`src/common/asdc_consts.vh`:
```
// Constants for the accelerometer sample duty cycler
`ifndef ASDC_CONSTS_VH
`define ASDC_CONSTS_VH
`define ASDC_CHAN_X          3'h1
`define ASDC_CHAN_Y          3'h2
`define ASDC_CHAN_Z          3'h0
`define ASDC_PIN_ENABLE      8'h07
`define ASDC_CONV_CONFIG     8'h60
`define ASDC_CLK_HZ          25000000
`define ASDC_PERIOD_MS       50
`define ASDC_PERIOD_CYC      ((`ASDC_CLK_HZ / 1000) * `ASDC_PERIOD_MS)
`define ASDC_ACK_EVERY       8
`define ASDC_EXP_RST         3'h0
`define ASDC_RANGE_RST       2'h0
`endif

```
`src/rtl/asdc_fifo.v`:
```
// Small synchronous FIFO with valid/ready on both sides
`timescale 1ns/1ns
module asdc_fifo #(
  parameter WIDTH = 24,
  parameter DEPTH = 16,
  parameter AW    = 4
) (
  input  wire             clk_i,
  input  wire             rst_i,
  input  wire [WIDTH-1:0] in_data_i,
  input  wire             in_valid_i,
  output wire             in_ready_o,
  output reg  [WIDTH-1:0] out_data_o,
  output reg              out_valid_o,
  input  wire             out_ready_i
);
  reg [WIDTH-1:0] mem_reg [0:DEPTH-1];
  reg [AW:0]      wr_reg;
  reg [AW:0]      rd_reg;
  wire            full;
  wire            empty;
  wire            do_wr;
  wire            do_rd;
  assign full       = (wr_reg[AW-1:0] == rd_reg[AW-1:0]) && (wr_reg[AW] != rd_reg[AW]);
  assign empty      = (wr_reg == rd_reg);
  assign in_ready_o = ~full;
  assign do_wr      = in_valid_i & ~full;
  assign do_rd      = ~empty & (~out_valid_o | out_ready_i);
  // Storage write
  always @(posedge clk_i) begin
    if (do_wr) begin
      mem_reg[wr_reg[AW-1:0]] <= in_data_i;
    end
  end
  // Pointers and registered output stage
  always @(posedge clk_i or posedge rst_i) begin
    if (rst_i) begin
      wr_reg      <= {(AW+1){1'b0}};
      rd_reg      <= {(AW+1){1'b0}};
      out_valid_o <= 1'b0;
      out_data_o  <= {WIDTH{1'b0}};
    end else begin
      if (do_wr) begin
        wr_reg <= wr_reg + 1'b1;
      end
      if (do_rd) begin
        out_data_o  <= mem_reg[rd_reg[AW-1:0]];
        out_valid_o <= 1'b1;
        rd_reg      <= rd_reg + 1'b1;
      end else if (out_ready_i) begin
        out_valid_o <= 1'b0;
      end
    end
  end
endmodule // asdc_fifo

```
`src/rtl/asdc_sequencer.v`:
```
// Acquisition and duty-cycle sequencer for a three-axis accelerometer node
`timescale 1ns/1ns
`include "asdc_consts.vh"
module asdc_sequencer #(
  parameter PERIOD_CYC = `ASDC_PERIOD_CYC,
  parameter FIFO_DEPTH = 16
) (
  input  wire        clk_i,
  input  wire        rst_i,
  // Software controls
  input  wire [2:0]  average_exponent_i,
  input  wire [1:0]  range_sel_cfg_i,
  input  wire        run_i,
  // Converter
  output reg  [7:0]  analog_pin_enable_o,
  output reg  [7:0]  converter_config_o,
  output reg  [2:0]  converter_channel_select_o,
  output reg         conv_start_o,
  input  wire        conversion_complete_flag_i,
  input  wire [7:0]  conversion_result_i,
  // Radio
  output reg  [23:0] tx_data_o,
  output reg         tx_valid_o,
  input  wire        tx_ready_i,
  input  wire        tx_done_i,
  output reg         rx_window_o,
  input  wire        rx_done_i,
  output reg  [31:0] radio_compare_o,
  output reg         radio_compare_load_o,
  output reg         radio_doze_o,
  input  wire        radio_irq_n_i,
  output reg         stopped_o,
  // Sensor range
  output reg         range_select_0_o,
  output reg         range_select_1_o
);
  // One-hot states
  localparam S_INIT  = 9'h001;
  localparam S_START = 9'h002;
  localparam S_WAIT  = 9'h004;
  localparam S_PUSH  = 9'h008;
  localparam S_TX    = 9'h010;
  localparam S_RX    = 9'h020;
  localparam S_ARM   = 9'h040;
  localparam S_STOP  = 9'h080;
  localparam S_IDLE  = 9'h100;

  reg  [8:0]  state_reg;
  reg  [8:0]  state_next;
  reg  [1:0]  axis_reg;
  reg  [1:0]  axis_next;
  reg  [7:0]  iter_reg;
  reg  [7:0]  iter_next;
  reg  [14:0] acc_x_reg;
  reg  [14:0] acc_x_next;
  reg  [14:0] acc_y_reg;
  reg  [14:0] acc_y_next;
  reg  [14:0] acc_z_reg;
  reg  [14:0] acc_z_next;
  reg  [2:0]  exp_reg;
  reg  [2:0]  exp_next;
  reg  [2:0]  loop_reg;
  reg  [2:0]  loop_next;
  reg  [31:0] elapsed_reg;
  reg  [31:0] elapsed_next;
  reg         irq_s1_reg;
  reg         irq_s2_reg;
  reg         conversion_complete_flag_s1_reg;
  reg         conversion_complete_flag_s2_reg;
  reg  [7:0]  res_s1_reg;
  reg  [7:0]  res_s2_reg;
  reg         fifo_valid;
  reg  [23:0] fifo_data;
  wire        fifo_ready;
  wire [23:0] fifo_out_data;
  wire        fifo_out_valid;
  wire [7:0]  iter_total;
  wire [14:0] sh_x;
  wire [14:0] sh_y;
  wire [14:0] sh_z;
  wire [7:0]  val_x;
  wire [7:0]  val_y;
  wire [7:0]  val_z;
  wire [31:0] period_cyc;
  wire        tx_load;

  assign period_cyc = PERIOD_CYC;
  // Samples per axis is 2^N
  assign iter_total = 8'h01 << exp_reg;
  // Scale back to 8 bits, then fix orientation
  assign sh_x  = acc_x_reg >> exp_reg;
  assign sh_y  = acc_y_reg >> exp_reg;
  assign sh_z  = acc_z_reg >> exp_reg;
  assign val_x = ~sh_x[7:0];
  assign val_y = ~sh_y[7:0];
  assign val_z = sh_z[7:0];

  // Synchronisers for pins from the outside world
  always @(posedge clk_i or posedge rst_i) begin
    if (rst_i) begin
      irq_s1_reg  <= 1'b1;
      irq_s2_reg  <= 1'b1;
      conversion_complete_flag_s1_reg <= 1'b0;
      conversion_complete_flag_s2_reg <= 1'b0;
      res_s1_reg  <= 8'h00;
      res_s2_reg  <= 8'h00;
    end else begin
      irq_s1_reg  <= radio_irq_n_i;
      irq_s2_reg  <= irq_s1_reg;
      conversion_complete_flag_s1_reg <= conversion_complete_flag_i;
      conversion_complete_flag_s2_reg <= conversion_complete_flag_s1_reg;
      res_s1_reg  <= conversion_result_i;
      res_s2_reg  <= res_s1_reg;
    end
  end

  // Next-state logic
  always @* begin
    state_next   = state_reg;
    axis_next    = axis_reg;
    iter_next    = iter_reg;
    acc_x_next   = acc_x_reg;
    acc_y_next   = acc_y_reg;
    acc_z_next   = acc_z_reg;
    exp_next     = exp_reg;
    loop_next    = loop_reg;
    elapsed_next = elapsed_reg + 32'h1;
    fifo_valid   = 1'b0;
    fifo_data    = {val_x, val_y, val_z};
    case (state_reg)
      S_INIT: begin
        // Pins and converter set up before anything converts
        state_next = S_IDLE;
      end
      S_IDLE: begin
        if (run_i) begin
          state_next   = S_START;
          elapsed_next = 32'h0;
          exp_next     = average_exponent_i;
          acc_x_next   = 15'h0;
          acc_y_next   = 15'h0;
          acc_z_next   = 15'h0;
          axis_next    = 2'h0;
          iter_next    = 8'h0;
        end
      end
      S_START: begin
        state_next = S_WAIT;
      end
      S_WAIT: begin
        // Accumulate once the complete flag is seen
        if (conversion_complete_flag_s2_reg) begin
          case (axis_reg)
            2'h0:    acc_x_next = acc_x_reg + {7'h0, res_s2_reg};
            2'h1:    acc_y_next = acc_y_reg + {7'h0, res_s2_reg};
            default: acc_z_next = acc_z_reg + {7'h0, res_s2_reg};
          endcase
          if (axis_reg == 2'h2) begin
            axis_next = 2'h0;
            iter_next = iter_reg + 8'h1;
            if (iter_reg + 8'h1 == iter_total) begin
              state_next = S_PUSH;
            end else begin
              state_next = S_START;
            end
          end else begin
            axis_next  = axis_reg + 2'h1;
            state_next = S_START;
          end
        end
      end
      S_PUSH: begin
        // All axes acquired: queue the sample
        fifo_valid = 1'b1;
        if (fifo_ready) begin
          state_next = S_TX;
        end
      end
      S_TX: begin
        if (tx_done_i) begin
          if (loop_reg == 3'h7) begin
            state_next = S_RX;
          end else begin
            state_next = S_ARM;
          end
          loop_next = loop_reg + 3'h1;
        end
      end
      S_RX: begin
        if (rx_done_i) begin
          state_next = S_ARM;
        end
      end
      S_ARM: begin
        state_next = S_STOP;
      end
      S_STOP: begin
        // Radio compare interrupt ends the stop
        if (!irq_s2_reg) begin
          state_next = S_IDLE;
        end
      end
      default: begin
        state_next = S_INIT;
      end
    endcase
  end

  // State registers
  always @(posedge clk_i or posedge rst_i) begin
    if (rst_i) begin
      state_reg   <= S_INIT;
      axis_reg    <= 2'h0;
      iter_reg    <= 8'h0;
      acc_x_reg   <= 15'h0;
      acc_y_reg   <= 15'h0;
      acc_z_reg   <= 15'h0;
      exp_reg     <= `ASDC_EXP_RST;
      loop_reg    <= 3'h0;
      elapsed_reg <= 32'h0;
    end else begin
      state_reg   <= state_next;
      axis_reg    <= axis_next;
      iter_reg    <= iter_next;
      acc_x_reg   <= acc_x_next;
      acc_y_reg   <= acc_y_next;
      acc_z_reg   <= acc_z_next;
      exp_reg     <= exp_next;
      loop_reg    <= loop_next;
      elapsed_reg <= elapsed_next;
    end
  end

  // Registered outputs
  always @(posedge clk_i or posedge rst_i) begin
    if (rst_i) begin
      analog_pin_enable_o        <= 8'h00;
      converter_config_o         <= 8'h00;
      converter_channel_select_o <= `ASDC_CHAN_X;
      conv_start_o               <= 1'b0;
      rx_window_o                <= 1'b0;
      radio_compare_o            <= 32'h0;
      radio_compare_load_o       <= 1'b0;
      radio_doze_o               <= 1'b0;
      stopped_o                  <= 1'b0;
      range_select_0_o           <= 1'b0;
      range_select_1_o           <= 1'b0;
    end else begin
      conv_start_o         <= 1'b0;
      radio_compare_load_o <= 1'b0;
      range_select_0_o     <= range_sel_cfg_i[0];
      range_select_1_o     <= range_sel_cfg_i[1];
      if (state_reg == S_INIT) begin
        analog_pin_enable_o <= `ASDC_PIN_ENABLE;
        converter_config_o  <= `ASDC_CONV_CONFIG;
      end
      if (state_reg == S_START) begin
        conv_start_o <= 1'b1;
        case (axis_reg)
          2'h0:    converter_channel_select_o <= `ASDC_CHAN_X;
          2'h1:    converter_channel_select_o <= `ASDC_CHAN_Y;
          default: converter_channel_select_o <= `ASDC_CHAN_Z;
        endcase
      end
      rx_window_o <= (state_next == S_RX);
      if (state_reg == S_ARM) begin
        // Remaining time of the 50 ms frame, at least one cycle
        if (elapsed_reg + 32'h1 < period_cyc) begin
          radio_compare_o <= period_cyc - elapsed_reg - 32'h1;
        end else begin
          radio_compare_o <= 32'h1;
        end
        radio_compare_load_o <= 1'b1;
      end
      radio_doze_o <= (state_next == S_STOP);
      stopped_o    <= (state_next == S_STOP);
    end
  end

  // Output stage reloads when empty or when the radio takes its word
  assign tx_load = ~tx_valid_o | tx_ready_i;

  // Output FIFO feeding the radio
  asdc_fifo #(
    .WIDTH (24),
    .DEPTH (FIFO_DEPTH),
    .AW    (4)
  ) u_fifo (
    .clk_i       (clk_i),
    .rst_i       (rst_i),
    .in_data_i   (fifo_data),
    .in_valid_i  (fifo_valid),
    .in_ready_o  (fifo_ready),
    .out_data_o  (fifo_out_data),
    .out_valid_o (fifo_out_valid),
    .out_ready_i (tx_load)
  );

  // Radio-facing copy of the FIFO head
  always @(posedge clk_i or posedge rst_i) begin
    if (rst_i) begin
      tx_data_o  <= 24'h0;
      tx_valid_o <= 1'b0;
    end else begin
      if (tx_load) begin
        tx_data_o  <= fifo_out_data;
        tx_valid_o <= fifo_out_valid;
      end
    end
  end
endmodule // asdc_sequencer

```
`config.mk`:
```
export PLATFORM = sky130hd
export DESIGN_NAME = asdc_sequencer
export DESIGN_NICKNAME = d
export VERILOG_FILES = /design/src/rtl/asdc_fifo.v /design/src/rtl/asdc_sequencer.v
export VERILOG_INCLUDE_DIRS = /design/src /design/src/common
export SDC_FILE = /design/constraint.sdc
export NUM_CORES = 1
export LEC_CHECK = 0
export ABC_AREA = 1
export BUFFER_PORTS_ARGS = -buffer_cell sky130_fd_sc_hd__buf_4
export CORE_ASPECT_RATIO = 1.5
export CORE_MARGIN = 2
export CORE_UTILIZATION = 67
export DETAILED_ROUTE_END_ITERATION = 12
export HOLD_SLACK_MARGIN = 0.02
export PLACE_DENSITY = 0.87
export SLEW_MARGIN = 0
export SYNTH_ARGS = -nofsm -noshare
export SYNTH_HDL_FRONTEND = slang
export SYNTH_HIERARCHICAL = 1
export SYNTH_SLANG_ARGS = --single-unit
```
`constraint.sdc`:
```
create_clock -name clk_i -period 11.7 [get_ports clk_i]
set_input_delay 0.585 -clock clk_i [delete_from_list [all_inputs] [get_ports clk_i]]
set_output_delay 0.585 -clock clk_i [all_outputs]
set_load 0.1 [all_outputs]
```
==> impl_results.md, run 1 <==
* Status: finished clean
* DP HPWL at approximately 52 mm
* Layout cells sized above 1 at 9.639%
* Final hold violation count at 0
* Via density at slightly below 6
* Commonest non-fill, non-tap cell in the layout: nand2_1
* Final worst slack at around 7.6 ns
* Antenna cells at 0
* Worst EP required at approximately 12 ns
* Die Wd at approximately 180 um
* Minimum clock period at 4.068 ns
* Max clock buf depth at 3
* Sequential fraction of the synthesis area at 57.06%
* Critical Path Start Type: flop
* Via count at 23,850
* Area growth from synthesis to layout at 9.647%
* CTS resizes at 0
* Congestion Overflow GR at 0
* Num rows at between 90 and 100
* Clk sinks at about 600
* Leak pwr at about 15 nW
* Switching share of total power at between 30% and 40%
* Max cap viols at 0
* Gate Count Post-Synth at approximately 3,400
* Core Box Area at approximately 44,000 sq um
* Critical Path Fanout Max at between 70 and 80
* Period utilization at a little over a third
* P_int at roughly 0.0041 W
* Core Util, Final at between 70% and 80%
* Clock-pin slew on the worst setup and hold paths at roughly 0.070 ns
* Fin Clk Skew at between 0.01 and 0.015 ns
* CP Capture Type: flop
* CTS hold repair buffers at 0
* Starting Density at between 60 and 70%
* Post-Route Setup TNS at 0 ns
* Hold crit path type: input port to async pin
* Power Dens Cells at 201.4 nW/um^2
* Post-layout net count at 3,530
* TritonCTS clock tree: done
* Maximum vdd drop at around 0.18 mV
* Most frequent cells in the layout: nand2_1 (1,103), inv_1 (513), edfxtp_1 (384)
* Total track usage at 34.15%
* CTS Buf Count at 54
* Async S/R FF share, synth at between 30% and 40%
* Synth warn at 6
* Die height at 263.2 um
* Vias in the first global route at between 20,000 and 25,000
* Top Ports at around 100
* Synthesized cell area at ~30,000 sq um
* Unrepaired setup endpoints after global routing: false
* Worst slew margin at 15.59%
* Largest register FFs at ~380
* Antenna-violating nets left at 0
* P_sw at ~0.0025 W
* Clock Power Share at 26.5%
* Yosys reg bits at between 600 and 700
* Die ar. at 46,520 sq um
* Placement Setup Slack at a little under 8 ns
* Actual slew at the worst max-slew pin at approximately 1.3 ns
* Post-route DRC at 0
* I/O Buffers at just over 90
* Share of the synthesized area in the top cell type at 38.44%
* Count of cell types in the netlist at 50
* Part of the power in combinational logic at 29.7%
* Post-synth top area cell: edfxtp_1
* Setup Buffers After CTS at 0
* Max Clk Rate at ~250 MHz
* Worst Hold Margin at roughly 0.086 ns
* Worst skew pair latency at 0.60 ns
* Initial antenna violation count at 0
* Final Max Tran Viols at 0
* Post-synth EDFFs at 384
* Total power at 0.006625 W
* CP arrival at 4.28 ns
* DRT Pass-1 Iters at 8
* Final WL at between 70 and 80 mm
* Pin count of the biggest net entering global routing at 117
* Routed wire length per instance at 19.22 um
* Initial DRC count at about 2,600
* Top FF cell, synth: edfxtp_1
* Sequential Power Share at around 44%
* Setup violators final at 0
* Top post-synthesis cells by area: edfxtp_1 (38%), dfrtp_1 (18%), nand2_1 (14%), inv_1 (6.4%), nand3_1 (5.5%)
* RD Place Congestion at approximately 0.94
* Crit Path Category: flop to flop
* Mean post-synth cell area at a little under 9 sq um
* First-pass GRT wire length at 123.3 mm
* H-tree depth at 2
* Root Buffer: clkbuf_16
* # fillers at around 3,000
==> per-layer routing <==
metal	vias up	wire length, um	track usage, %
met5	-	0	0
li1	10980	-	-
met1	11240	27120	38.73
met2	1287	40430	60.37
met3	351	5808	4.622
met4	0	5410	21.33
==> cell type report <==
| type | count | area (sq um) | share of cell area (%) |
|---|---|---|---|
| Tap cell | 582 | 728.2 | 2.214 |
| Inverter | 556 | 2097 | 6.375 |
| Clock buffer | 78 | 1481 | 4.504 |
| Clock inverter | 24 | 255.2 | 0.7760 |
| Sequential cell | 607 | 17120 | 52.06 |
| Multi-Input combinational cell | 2114 | 10170 | 30.92 |
| Timing Repair Buffer | 138 | 1036 | 3.150 |
==> synthesized netlist by cell type, types with 3 or more instances <==
cell      count
nand2_4       4
o21ai_0     110
buf_6         7
clkinv_1     25
nor2_2        6
inv_2        17
ha_1         35
nor2_4       12
clkbuf_1     34
a21oi_1      42
xnor2_1      15
nor3b_1       5
o31ai_1       5
mux2_2       26
inv_1       514
nor2_1      177
dfrtp_1     219
or2_2         8
a221oi_1      6
nand3_1     331
nand3_2       3
xor2_1       46
o22ai_1      29
o211ai_1      7
o32ai_1       3
nand4_1      45
buf_1         8
edfxtp_1    384
nand2_2      12
fa_1          3
nand2_1    1103
dfstp_2       4
a22oi_1       3
buf_2        67
nor3_1       36
o21ai_1       8
buf_4        28
nor4_1        6
==> worst max-delay path: stages (launching register included) <==
cell and delay [ns]:
dfrtp_4 0.83, buf_4 0.77, nand2_1 0.11, nand2_1 0.11
nor2_1 0.06, nand3b_1 0.24, nand2_2 0.40, nor2_2 1.09
==> per-stage QoR <==
step	std cells	cell area [sq um]
final	4099	32890
after global routing	4099	32890
after CTS	4099	32890
after detailed placement	3997	31160
after global placement	3997	31160
after floorplan	3421	30040
==> worst paths after layout <==
path	cells past startpoint	from	slack, ns	endpoint
worst min-delay path	2	rst_i	0.09	tx_data_o[11]$_DFFE_PP0P_
min in group clk_i	1	range_sel_cfg_i[1]	0.09	range_select_1_o$_DFF_PP0_
worst max-delay path	7	u_fifo/rd_reg[0]$_DFFE_PP0P_	7.63	u_fifo/mem_reg[15][2]$_DFFE_PP_
worst min register to register	0	res_s1_reg[5]$_DFF_PP0_	0.35	res_s2_reg[5]$_DFF_PP0_
max in group asynchronous	3	rst_i	9.95	acc_y_reg[13]$_DFFE_PP0P_
worst max register to register	7	u_fifo/rd_reg[0]$_DFFE_PP0P_	7.63	u_fifo/mem_reg[15][2]$_DFFE_PP_
==> kinds of logic (layout without fill, tap and decap cells) <==
kind of cell    after synthesis  count (layout)  synth area share [%]
simple gates               1753            1753                 24.74
buf+inv                     700             796                 9.564
flops                       607             607                 57.06
compound gates              222             222                 4.142
xor+xnor                     61              61                 1.781
fa+ha+maj                    38              38                 1.660
mux                          28              28                 1.043
other cells                   1              12               0.01250
==> power groups by stage <==
stage               logic (W)  registers (W)  clock network (W)
finish                0.00197        0.00290            0.00175
global route          0.00210        0.00292            0.00185
CTS                   0.00193        0.00290            0.00177
detailed placement    0.00192        0.00294                  0
global placement      0.00187        0.00293                  0
floorplan             0.00101        0.00316                  0
(Power assumes the default switching activity.)
==> run 2, diff against run 1 <==
--- a/config.mk
+++ b/config.mk
@@ -6,14 +6,14 @@
 export SDC_FILE = /design/constraint.sdc
 export NUM_CORES = 1
 export LEC_CHECK = 0
-export ABC_AREA = 1
+export ABC_AREA = 0
 export BUFFER_PORTS_ARGS = -buffer_cell sky130_fd_sc_hd__buf_4
 export CORE_ASPECT_RATIO = 1.5
 export CORE_MARGIN = 2
-export CORE_UTILIZATION = 67
+export CORE_UTILIZATION = 62
 export DETAILED_ROUTE_END_ITERATION = 12
 export HOLD_SLACK_MARGIN = 0.02
-export PLACE_DENSITY = 0.87
+export PLACE_DENSITY = 0.82
 export SLEW_MARGIN = 0
 export SYNTH_ARGS = -nofsm -noshare
 export SYNTH_HDL_FRONTEND = slang
==> constraint.sdc (replaced) <==
create_clock -name clk_i -period 4 [get_ports clk_i]
set_input_delay 0.2 -clock clk_i [delete_from_list [all_inputs] [get_ports clk_i]]
set_output_delay 0.2 -clock clk_i [all_outputs]
set_load 0.1 [all_outputs]
==> run 2 against run 1 <==
Power grew to 2.8 times the previous value. Highest routed layer unchanged. Setup slack got worse by 6.9 ns. Critical path type unchanged. First-iteration DRC count is 51% lower. Via count shrank 31%.
==> impl_results.md, run 2 <==
* Status: finished clean
* Gate Count Post-Synth at 1,864
* Routed wire length per instance at approximately 23 um
* Unrepaired setup endpoints after global routing: false
* Total track usage at a little over a quarter
* TritonCTS clock tree: done
* Highest metal used: met4
* R2R Setup Slk at ~0.70 ns
* Setup violators final at 0
* Worst EP required at about 4.3 ns
* P_int at 0.01235 W
* Worst skew pair latency at around 0.59 ns
* Post-layout net count at between 2,000 and 2,500
* Commonest non-fill, non-tap cell in the layout: edfxtp_1
* Critical Path Fanout Max at 15
* P_sw at 0.006209 W
* Core Box Area at ~43,000 sq um
* Clock-pin slew on the worst setup and hold paths at ~0.060 ns
* Routed metal-1 wirelength at roughly 22 mm
* Hold crit path type: input port to flop
* Via density at between 6 and 7
* Minimum clock period at roughly 3.3 ns
* Count of cell types in the netlist at between 80 and 90
* Worst Hold Margin at around 0.073 ns
* Actual slew at the worst max-slew pin at 1.266 ns
* Fin Clk Skew at 0.02119 ns
* Top FF cell, synth: edfxtp_1
* Setup Buffers After CTS at 0
* Worst slew margin at about 15%
* Post-synth EDFFs at around 380
* Top post-synthesis cells by area: edfxtp_1 (42%), dfrtp_1 (20%), mux4_2 (9.4%), mux2_2 (2.6%), nand2_1 (2.6%)
* Via count at 16,360
* CP arrival at 3.57 ns
* CTS hold repair buffers at 19
* Die height at between 200 and 300 um
* Async S/R FF share, synth at a little under two fifths
* Pin count of the biggest net entering global routing at 100
* Crit path from: state_reg[7]$_DFF_PP0_
* I/O Buffers at 91
* Most common cell in the netlist: edfxtp_1
* Fin cells at about 2,600
* # fillers at about 2,700
* Critical path capture point: u_fifo/mem_reg[6][3]$_DFFE_PP_
* Reg2reg end: u_fifo/mem_reg[6][3]$_DFFE_PP_
* Starting Density at 63.09%
* Largest register FFs at around 380
* Initial DRC count at about 1,300
* Post-Route Setup TNS at 0 ns
* Post-route DRC at 0
* Top Ports at approximately 100
* Clk sinks at about 610
* Synthesized cell area at ~27,000 sq um
* Area growth from synthesis to layout at 11.54%
* Mean post-synth cell area at 14.57 sq um
* Sequential fraction of the synthesis area at approximately 63%
* Final Max Tran Viols at 0
* Maximum vdd drop at 0.4962 mV
* Synth warn at 6
* Max Clk Rate at 303.1 MHz
* Commonest cells post-synth: edfxtp_1 (384), dfrtp_1 (219), nand2_1 (188), mux4_2 (113), nor2_1 (98)
* Critical Path Start Type: flop
* Congestion Overflow GR at 0
* CTS resizes at 0
* First-pass GRT wire length at 95.15 mm
* Initial antenna violation count at 0
* DP HPWL at approximately 39 mm
* Antenna-violating nets left at 0
* Share of the synthesized area in the top cell type at a little over two fifths
* RD Place Congestion at ~0.94
* Period utilization at between 80% and 90%
* Sequential Power Share at 43.1%
* DRT Pass-1 Iters at 7
* Layout cells sized above 1 at between 20% and 30%
* DR WL met2 at approximately 32 mm
* Max cap viols at 0
* Num rows at between 90 and 100
* CTS Buf Count at 53
* DR WL met3 at roughly 3.1 mm
* Switching share of total power at between 30% and 40%
* Die ar. at between 40,000 and 50,000 sq um
* Die Wd at approximately 170 um
* Final hold violation count at 0
* Power Dens Cells at between 600 and 700 nW/um^2
* Dpl cells at approximately 2,500
* Clock Power Share at a little over a quarter
* Most frequent cells in the layout: edfxtp_1 (384), dfrtp_1 (216), nand2_1 (188)
* Max clock buf depth at 3
* Antenna cells at 0
* Reg-to-reg startpoint: state_reg[7]$_DFF_PP0_
* CP Capture Type: flop
* Leak pwr at between 10 and 15 nW
* Vias in the first global route at 16,950
* Root Buffer: clkbuf_16
* Final WL at roughly 60 mm
* Reg2reg path depth at 7
* Part of the power in combinational logic at 29.8%
* Post-synth top area cell: edfxtp_1
* Crit Path Category: flop to flop
* Yosys reg bits at roughly 610
* H-tree depth at 2
-- run 2: cell types whose count changed after synthesis, sizes merged, moves of 28 or more --
cell,change
a22oi,+45
buf,-54
clkbuf,+36
inv,-505
mux2,+38
mux2i,+39
mux4,+113
nand2,-931
nand3,-302
nor2,-96
o2111ai,+28
o21ai,-59
xnor2,+38
-- run 2: how the worst min path moves through the flow --
stage / startpoint / to / cells past startpoint
floorplan: radio_irq_n_i / irq_s1_reg$_DFF_PP1_ / 0
global placement: conversion_complete_flag_i / conversion_complete_flag_s1_reg$_DFF_PP0_ / 1
detailed placement: conversion_result_i[7] / res_s1_reg[7]$_DFF_PP0_ / 1
CTS: run_i / state_reg[8]$_DFF_PP0_ / 3
global route: run_i / state_reg[8]$_DFF_PP0_ / 3
finish: run_i / state_reg[8]$_DFF_PP0_ / 3
-- run 2: through the flow --
stage	utilization [%]	worst slack [ns]	total power [W]	cell area, sq um
2_1_floorplan	-	0.2575	0.01231	27210
3_3_place_gp	65.95	0.8865	0.01340	28390
3_5_place_dp	65.95	0.7688	0.01358	28390
4_1_cts	70.37	0.7140	0.01865	30300
5_1_grt	70.37	0.3565	0.01930	30300
6_report	70.37	0.7004	0.01856	30300
-- run 2: metal layers --
layer | GRT usage (%) | vias up
met4 | 10.86 | 0
met5 | 0 | -
li1 | - | 7291
met2 | 48.90 | 594
met3 | 3.380 | 137
met1 | 32.79 | 8340
-- run 2: layout make-up --
class / count / area (sq um) / share of cell area (%)
clock buffer: 75 / 1494 / 4.931
clock inverter: 25 / 220.2 / 0.7269
inverter: 26 / 101.3 / 0.3345
multi-input combinational: 1116 / 9371 / 30.93
sequential: 607 / 17130 / 56.53
tap: 570 / 713.2 / 2.354
timing repair buffer: 158 / 1271 / 4.196
-- run 2: worst max-delay path, cell delays in order (launching register included) --
cell and delay, ns:
dfrtp_1 0.42, or4_1 0.72, nor2_1 0.18, nand3_1 0.16, inv_1 0.19, o21a_1 0.41
and3_1 0.56, buf_4 0.34
-- run 2: kinds of logic after synthesis --
| family | synth area share, % |
|---|---|
| flops | 63.02 |
| mux | 13.53 |
| compound gates | 7.279 |
| buf+inv | 2.745 |
| simple gates | 8.776 |
| fa+ha+maj | 1.833 |
| xor+xnor | 2.801 |
| other cells | 0.01381 |
-- run 2: power groups by stage --
stage	clock (W)	combinational [W]	sequential (W)
after floorplan	0	0.00361	0.00871
after global placement	0	0.00531	0.00809
after detailed placement	0	0.00545	0.00813
after CTS	0.00511	0.00554	0.00801
after global routing	0.00534	0.00588	0.00809
final	0.00504	0.00552	0.00800
